File: config.mk
export PLATFORM = sky130hd
export DESIGN_NAME = rbms_top
export DESIGN_NICKNAME = d
export VERILOG_FILES = /design/src/rbms_pkg.sv /design/src/rbms_fifo.sv /design/src/rbms_top.sv
export SDC_FILE = /design/constraint.sdc
export NUM_CORES = 1
export LEC_CHECK = 0
export BUFFER_PORTS_ARGS = -buffer_cell sky130_fd_sc_hd__clkbuf_2
export CAP_MARGIN = 15
export CORE_MARGIN = 10
export CORE_UTILIZATION = 45
export DETAILED_ROUTE_END_ITERATION = 7
export PLACE_DENSITY = 0.66
export SLEW_MARGIN = 40
export SYNTH_ARGS = -nofsm -noshare
export SYNTH_HDL_FRONTEND = slang
export SYNTH_HIERARCHICAL = 1
export SYNTH_SLANG_ARGS = --single-unit
export TNS_END_PERCENT = 30
File: constraint.sdc
create_clock -name i_core_clk -period 10.34 [get_ports i_core_clk]
set_clock_uncertainty 0.05 [all_clocks]
set_input_delay 2.068 -clock i_core_clk [delete_from_list [all_inputs] [get_ports i_core_clk]]
set_output_delay 2.068 -clock i_core_clk [all_outputs]
set_load 0.03 [all_outputs]
File: src/rbms_pkg.sv
`default_nettype none
package rbms_pkg;
    // ==========================================================
    // Timing
    localparam int          CLK_NS      = 25;
    localparam int          RECOVER_NS  = 2_000_000;
    localparam int          RECOVER_CYC = RECOVER_NS / CLK_NS;
    localparam int          RCV_W       = 17;
    // Host must use the one baud rate set here; divider is fixed at build time
    localparam logic [15:0] BIT_CYC     = 16'h015B;
    localparam logic [15:0] HALF_CYC    = 16'h00AD;
    localparam logic [3:0]  STOP_BIT    = 4'h9;
    localparam logic [3:0]  START_BIT   = 4'h0;

    // ==========================================================
    // Boot data
    localparam int          DATA_W      = 8;
    localparam int          FIFO_DEPTH  = 16;
    localparam int          PWD_BYTES   = 12;
    localparam logic [3:0]  PWD_LAST    = 4'hB;
    localparam logic [7:0]  ERASED_BYTE = 8'hFF;
    localparam logic [31:0] RAM_LOAD    = 32'h2000_0800;
    localparam logic [31:0] RAM_LAST    = 32'h2000_7FFF;
    localparam logic [31:0] FLASH_NORM  = 32'h0000_0000;
    localparam logic [31:0] FLASH_BOOT  = 32'h3F80_0000;

    typedef enum logic [3:0] {
        ST_RUN   = 4'h1,
        ST_PWD   = 4'h2,
        ST_LOAD  = 4'h4,
        ST_ABORT = 4'h8
    } rbms_state_t;

    typedef struct packed {
        logic        we;
        logic [31:0] addr;
        logic [7:0]  data;
    } rbms_ram_wr_t;
endpackage
`default_nettype wire

File: src/rbms_fifo.sv
`timescale 1ns/1ps
`default_nettype none
module rbms_fifo #(
    parameter int W = 8,
    parameter int D = 16
) (
    input  wire logic         i_clk,     // Core clock
    input  wire logic         i_rst_n,   // Synchronised reset
    input  wire logic         i_valid,   // Write request
    output logic              o_ready,   // Not full
    input  wire logic [W-1:0] i_data,    // Write data
    output logic              o_valid,   // Not empty
    input  wire logic         i_ready,   // Read accept
    output logic [W-1:0]      o_data     // Head word
);
    localparam int AW = $clog2(D);

    logic [W-1:0] mem [D];
    logic [AW:0]  wp_ff;
    logic [AW:0]  rp_ff;
    logic         push;
    logic         pop;

    assign o_ready = (wp_ff[AW] == rp_ff[AW])
                     || (wp_ff[AW-1:0] != rp_ff[AW-1:0]);
    assign o_valid = (wp_ff != rp_ff);
    assign o_data  = mem[rp_ff[AW-1:0]];
    assign push    = i_valid && o_ready;
    assign pop     = o_valid && i_ready;

    always_ff @(posedge i_clk) begin
        if (push) begin
            mem[wp_ff[AW-1:0]] <= i_data;
        end
    end

    always_ff @(posedge i_clk or negedge i_rst_n) begin
        if (!i_rst_n) begin
            wp_ff <= '0;
            rp_ff <= '0;
        end else begin
            if (push) begin
                wp_ff <= wp_ff + 1'b1;
            end
            if (pop) begin
                rp_ff <= rp_ff + 1'b1;
            end
        end
    end
endmodule
`default_nettype wire

File: src/rbms_top.sv
`timescale 1ns/1ps
`default_nettype none
module rbms_top #(
    parameter int RECOVER_CYC = rbms_pkg::RECOVER_CYC
) (
    input  wire logic           i_core_clk,       // 40 MHz core clock
    input  wire logic           i_rst_n,          // Async reset, low
    input  wire logic           i_strap,          // Mode strap level
    input  wire logic           i_flash_abort,    // Flash op was cut
    input  wire logic           i_flash_erase_mode, // Array busy
    input  wire logic           i_gear_change,    // Software gear pulse
    input  wire logic [95:0]    i_pwd_stored,     // Stored password
    input  wire logic           i_pwd_erased,     // Password block blank
    input  wire logic           i_rx,             // Channel zero RX
    input  wire logic           i_ram_ready,      // RAM accepts write
    output logic                o_boot_rom_map,   // Boot ROM at zero
    output logic [31:0]         o_flash_base,     // Flash base address
    output logic                o_gear_full,      // Undivided gear
    output logic                o_flash_rd_en,    // Flash reads allowed
    output logic                o_array_normal,   // Array normal mode
    output logic                o_pwd_ok,         // Password matched
    output logic                o_pwd_fail,       // Download aborted
    output logic                o_rx_hold,        // Buffer full
    output logic                o_overrun,        // Byte lost
    output var rbms_pkg::rbms_ram_wr_t o_ram_wr   // RAM write port
);
    // ==========================================================
    // Reset release
    logic rst_a_ff;
    logic rst_n_s;

    always_ff @(posedge i_core_clk or negedge i_rst_n) begin
        if (!i_rst_n) begin
            rst_a_ff <= 1'b0;
            rst_n_s  <= 1'b0;
        end else begin
            rst_a_ff <= 1'b1;
            rst_n_s  <= rst_a_ff;
        end
    end

    // ==========================================================
    // Mode strap and maps
    logic                    latched_ff;
    logic                    boot_ff;
    logic [rbms_pkg::RCV_W-1:0] rcv_ff;

    always_ff @(posedge i_core_clk or negedge rst_n_s) begin
        if (!rst_n_s) begin
            latched_ff <= 1'b0;
            boot_ff    <= 1'b0;
        end else if (!latched_ff) begin
            latched_ff <= 1'b1;
            boot_ff    <= !i_strap;
        end
    end

    always_ff @(posedge i_core_clk or negedge rst_n_s) begin
        if (!rst_n_s) begin
            o_boot_rom_map <= 1'b0;
            o_flash_base   <= rbms_pkg::FLASH_NORM;
        end else begin
            o_boot_rom_map <= boot_ff;
            o_flash_base   <= boot_ff ? rbms_pkg::FLASH_BOOT
                                      : rbms_pkg::FLASH_NORM;
        end
    end

    always_ff @(posedge i_core_clk or negedge rst_n_s) begin
        if (!rst_n_s) begin
            o_gear_full <= 1'b1;
        end else if (i_gear_change) begin
            o_gear_full <= 1'b0;
        end
    end

    // ==========================================================
    // Flash read gate
    // The aborted-operation flag is caught after release, never in reset
    always_ff @(posedge i_core_clk or negedge rst_n_s) begin
        if (!rst_n_s) begin
            rcv_ff <= '0;
        end else if (!latched_ff && i_flash_abort) begin
            rcv_ff <= rbms_pkg::RCV_W'(RECOVER_CYC);
        end else if (rcv_ff != '0) begin
            rcv_ff <= rcv_ff - 1'b1;
        end
    end

    always_ff @(posedge i_core_clk or negedge rst_n_s) begin
        if (!rst_n_s) begin
            o_flash_rd_en  <= 1'b0;
            o_array_normal <= 1'b1;
        end else begin
            o_flash_rd_en  <= latched_ff && (rcv_ff == '0)
                              && !i_flash_erase_mode;
            o_array_normal <= !i_flash_erase_mode;
        end
    end

    // ==========================================================
    // Serial receiver
    logic        rx_busy_ff;
    logic [15:0] rx_cnt_ff;
    logic [3:0]  rx_bit_ff;
    logic [7:0]  rx_sh_ff;
    logic        rx_vld_ff;

    always_ff @(posedge i_core_clk or negedge rst_n_s) begin
        if (!rst_n_s) begin
            rx_busy_ff <= 1'b0;
            rx_cnt_ff  <= '0;
            rx_bit_ff  <= '0;
            rx_sh_ff   <= '0;
            rx_vld_ff  <= 1'b0;
        end else begin
            rx_vld_ff <= 1'b0;
            if (!rx_busy_ff) begin
                if (boot_ff && !i_rx) begin
                    rx_busy_ff <= 1'b1;
                    rx_cnt_ff  <= rbms_pkg::HALF_CYC;
                    rx_bit_ff  <= rbms_pkg::START_BIT;
                end
            end else if (rx_cnt_ff != '0) begin
                rx_cnt_ff <= rx_cnt_ff - 1'b1;
            end else begin
                rx_cnt_ff <= rbms_pkg::BIT_CYC;
                rx_bit_ff <= rx_bit_ff + 1'b1;
                if (rx_bit_ff == rbms_pkg::START_BIT) begin
                    rx_busy_ff <= !i_rx; // Glitch rejects the frame
                end else if (rx_bit_ff == rbms_pkg::STOP_BIT) begin
                    rx_busy_ff <= 1'b0;
                    rx_vld_ff  <= i_rx;
                end else begin
                    rx_sh_ff <= {i_rx, rx_sh_ff[7:1]};
                end
            end
        end
    end

    // ==========================================================
    // Password check
    function automatic logic [7:0] pwd_byte(input logic [95:0] pwd,
                                            input logic        erased,
                                            input logic [3:0]  idx);
        pwd_byte = erased ? rbms_pkg::ERASED_BYTE
                          : pwd[idx*rbms_pkg::DATA_W +: rbms_pkg::DATA_W];
    endfunction

    rbms_pkg::rbms_state_t state_ff;
    logic [3:0]            pwd_idx_ff;
    logic                  miss_ff;
    logic                  miss_now;

    assign miss_now = miss_ff
        || (rx_sh_ff != pwd_byte(i_pwd_stored, i_pwd_erased, pwd_idx_ff));

    always_ff @(posedge i_core_clk or negedge rst_n_s) begin
        if (!rst_n_s) begin
            state_ff   <= rbms_pkg::ST_RUN;
            pwd_idx_ff <= '0;
            miss_ff    <= 1'b0;
        end else begin
            unique case (state_ff)
                rbms_pkg::ST_RUN: begin
                    if (latched_ff && boot_ff) begin
                        state_ff <= rbms_pkg::ST_PWD;
                    end
                end
                rbms_pkg::ST_PWD: begin
                    if (rx_vld_ff) begin
                        miss_ff    <= miss_now;
                        pwd_idx_ff <= pwd_idx_ff + 1'b1;
                        if (pwd_idx_ff == rbms_pkg::PWD_LAST) begin
                            state_ff <= miss_now ? rbms_pkg::ST_ABORT
                                                 : rbms_pkg::ST_LOAD;
                        end
                    end
                end
                rbms_pkg::ST_LOAD: state_ff <= rbms_pkg::ST_LOAD;
                rbms_pkg::ST_ABORT: state_ff <= rbms_pkg::ST_ABORT;
                default: state_ff <= rbms_pkg::ST_RUN;
            endcase
        end
    end

    // ==========================================================
    // Download buffer and RAM writer
    logic       f_ready;
    logic       f_valid;
    logic [7:0] f_data;
    logic       f_pop;
    logic       push_req;

    assign push_req = rx_vld_ff && (state_ff == rbms_pkg::ST_LOAD);
    assign f_pop    = f_valid && i_ram_ready
                      && (o_ram_wr.we ? (o_ram_wr.addr < rbms_pkg::RAM_LAST)
                                      : (o_ram_wr.addr <= rbms_pkg::RAM_LAST));

    rbms_fifo #(
        .W (rbms_pkg::DATA_W),
        .D (rbms_pkg::FIFO_DEPTH)
    ) u_fifo (
        .i_clk   (i_core_clk),
        .i_rst_n (rst_n_s),
        .i_valid (push_req),
        .o_ready (f_ready),
        .i_data  (rx_sh_ff),
        .o_valid (f_valid),
        .i_ready (f_pop),
        .o_data  (f_data)
    );

    // Address starts at the load base; past RAM end the writer stalls
    always_ff @(posedge i_core_clk or negedge rst_n_s) begin
        if (!rst_n_s) begin
            o_ram_wr.we   <= 1'b0;
            o_ram_wr.addr <= rbms_pkg::RAM_LOAD;
            o_ram_wr.data <= '0;
        end else begin
            o_ram_wr.we <= f_pop;
            if (f_pop) begin
                o_ram_wr.data <= f_data;
            end
            if (o_ram_wr.we) begin
                o_ram_wr.addr <= o_ram_wr.addr + 32'h0000_0001;
            end
        end
    end

    always_ff @(posedge i_core_clk or negedge rst_n_s) begin
        if (!rst_n_s) begin
            o_pwd_ok   <= 1'b0;
            o_pwd_fail <= 1'b0;
            o_rx_hold  <= 1'b0;
            o_overrun  <= 1'b0;
        end else begin
            o_pwd_ok   <= (state_ff == rbms_pkg::ST_LOAD);
            o_pwd_fail <= (state_ff == rbms_pkg::ST_ABORT);
            o_rx_hold  <= !f_ready;
            if (push_req && !f_ready) begin
                o_overrun <= 1'b1;
            end
        end
    end
endmodule
`default_nettype wire

==> results.txt <==
Max Root-Sink Buffers - 3
Synth area leaders - edfxtp_1 33%, dfrtp_1 25%, mux4_2 6.8%, xnor2_1 3.6%, mux4_1 3.4%
IO Pins - 186
wire per inst - 18.9 um
top-area cell type share of the netlist area - 0.331
Initial Utilization - 0.460
Worst Path Required - 10680 ps
Vias/cell - 5.36
clk_lat worst skew - 520 ps
RSZ-0062 raised after global routing - no
Max-cap violations - 0
# setup viols final - 0
sequential power share - 0.500
DRT iter0 DRCs - 493
CP Launch Type - input pin
most frequent cell after synthesis - edfxtp_1
period utilization - 0.333
CP Max Fanout - 3
FF/Latch Area - 6840 um2
antenna violations before repair - 0
setup TNS - 0 ps
vias in the first global route - 7791
row cnt - 58
Arr. time, crit path - 3790 ps
die height - 181 um
Post-synth top cells - 128 x edfxtp_1, 114 x dfrtp_1, 54 x nand2_1, 48 x nor2_1, 48 x xnor2_1
ANT nets after route - 0
number of synthesis warnings - 6
fillers - 2153
relative max-transition margin - 0.429
Mapped Cells - 835
Synth cell types - 69
post-route insts no fill - 1351
power per cell area - 170 nW/um2
Die ar. - 32600 um2
# H-tree levels - 1
Post-CTS Setup Inserts - 0
largest net degree at the start of global routing - 55
Antenna Cells - 0
Multi-input gate area - 4390 um2
CP Class - input pin to flip-flop
post-cts gate resize count - 0
P&R area growth vs syn - 16.4%
synthesized area - 11600 um2
power share of the combinational group - 0.101
Cell Int Power - 1.73 mW
outcome - completed
DR pass1 iterations - 5
clk root buf - clkbuf_16
register area share after synthesis - 0.588
maximum clock rate - 290 MHz
Clock Power Share - 0.399
Switching Fraction - 0.244
Design Power - 2.30 mW
post-route minimum period - 3450 ps
Crit. End Element - flip-flop
grt total ovfl - 0
Worst-path clk slew - 60 ps
clock sinks - 247
Mean Syn Cell Area - 13.9 um2
routability cong. - 0.791
Port Buf Inserts - 160
Hold WS - 214 ps
Post-CTS Hold Fix Bufs - 0
width of the die - 181 um
worst slew pin tran - 845 ps
Synth async-reset ratio - 0.482
total wire length - 25500 um
Yosys reg bits - 247
leakage power - 5.44 nW
dpl cells - 1303
DRC viols - 0
Post-synth EDFFs - 128
Util after Layout - 0.535
total CTS buffers - 26
final net count - 1119
post-synth top area cell - edfxtp_1
GRT Total Usage - 0.153
worst hold path type - flip-flop to async pin
worst vdd ir - 0.000124 V
Post-synth top flop - edfxtp_1
sw power - 0.561 mW
fraction of layout cells with a size suffix above 1 - 0.308
Detail Placement HPWL - 17700 um
first-pass GRT wire length - 41400 um
DR vias - 7247
final hold viol count - 0
core area - 25300 um2
max-slew violations - 0
TritonCTS clock tree - done
[stage by stage]
step	area [um2]	setup WS [ps]
after floorplan	11700	6670
after global placement	12600	6370
after detailed placement	12700	6320
after CTS	13500	6860
after global routing	13500	6670
final	13500	6890
[path summary, 6_finish.rpt]
kind,to,slack (ps),cells after the start,start
max,state_ff[3],6890,8,i_pwd_stored[88]
min,o_flash_base[28],210,0,rst_n_s
max reg2reg,rx_sh_ff[7],7540,6,rx_cnt_ff[6]
min reg2reg,o_flash_base[28],210,0,rst_n_s
max in group asynchronous,u_fifo/rp_ff[1],8670,2,rst_n_s
min in group i_core_clk,rst_n_s,310,0,rst_a_ff
[worst max-delay path: stages]
cell	delay [ps]
clkbuf_2	80
mux4_2	450
a22oi_1	200
nand2_1	90
xnor2_1	160
nand4_1	120
nor4_1	470
o21bai_1	140
[sequential cells by signal, indices dropped and copies added, names as in the netlist, 4 cells and up]
register	count
rcv_ff	17
u_fifo/mem	128
rx_cnt_ff	16
u_fifo/rp_ff	5
u_fifo/wp_ff	5
pwd_idx_ff	4
rx_bit_ff	4
state_ff	4
o_ram_wr	41
rx_sh_ff	8
[cells by family (layout without fill, tap and decap cells)]
kind of cell | Yosys count | count (layout) | share of synthesized area
DFF | 247 | 247 | 0.588
and+or+nand+nor | 247 | 247 | 0.114
AOI/OAI and AO/OA | 88 | 88 | 0.0511
muxes | 88 | 88 | 0.138
buffers and inverters | 83 | 244 | 0.0435
xor gates and xnor gates | 67 | 67 | 0.0505
adders and majority gates | 13 | 13 | 0.0140
other | 2 | 27 | 0.000647
[layer usage]
layer / GRT usage / vias to the layer above / wire [um]
li1: - / 3421 / -
met1: 0.203 / 3602 / 11200
met2: 0.252 / 194 / 12400
met3: 0.0315 / 30 / 1470
met4: 0.0358 / 0 / 349
met5: 0 / - / 0
[power groups by stage]
stage	Sequential (mW)	Clock, mW	Combinational [mW]
CTS	1.15	0.943	0.234
global route	1.16	0.982	0.264
global placement	1.17	0	0.221
detailed placement	1.17	0	0.233
finish	1.15	0.917	0.232
floorplan	1.15	0	0.188
[layout make-up]
cell class	count	area share
flip-flops and latches	247	0.506
clock inverters	9	0.00565
inverters	17	0.00472
multi-input cells	530	0.325
clock buffers	39	0.0574
repair buffers	179	0.0707
well taps	330	0.0305
[placed cells by master (no fill, tap or decap), types with 20 or more instances in the layout]
| master | netlist | routed |
|---|---|---|
| mux2_2 | 30 | 30 |
| nor3_1 | 29 | 28 |
| o21ai_0 | 22 | 22 |
| edfxtp_1 | 128 | 128 |
| mux4_2 | 35 | 35 |
| dfrtp_1 | 114 | 110 |
| clkbuf_16 | 0 | 29 |
| xnor2_1 | 48 | 48 |
| clkbuf_2 | 1 | 162 |
| nand2_1 | 54 | 54 |
| conb_1 | 2 | 27 |
| nor2_1 | 48 | 47 |
| nand3_1 | 20 | 20 |
Note: power is estimated with default switching activity, not from simulation.
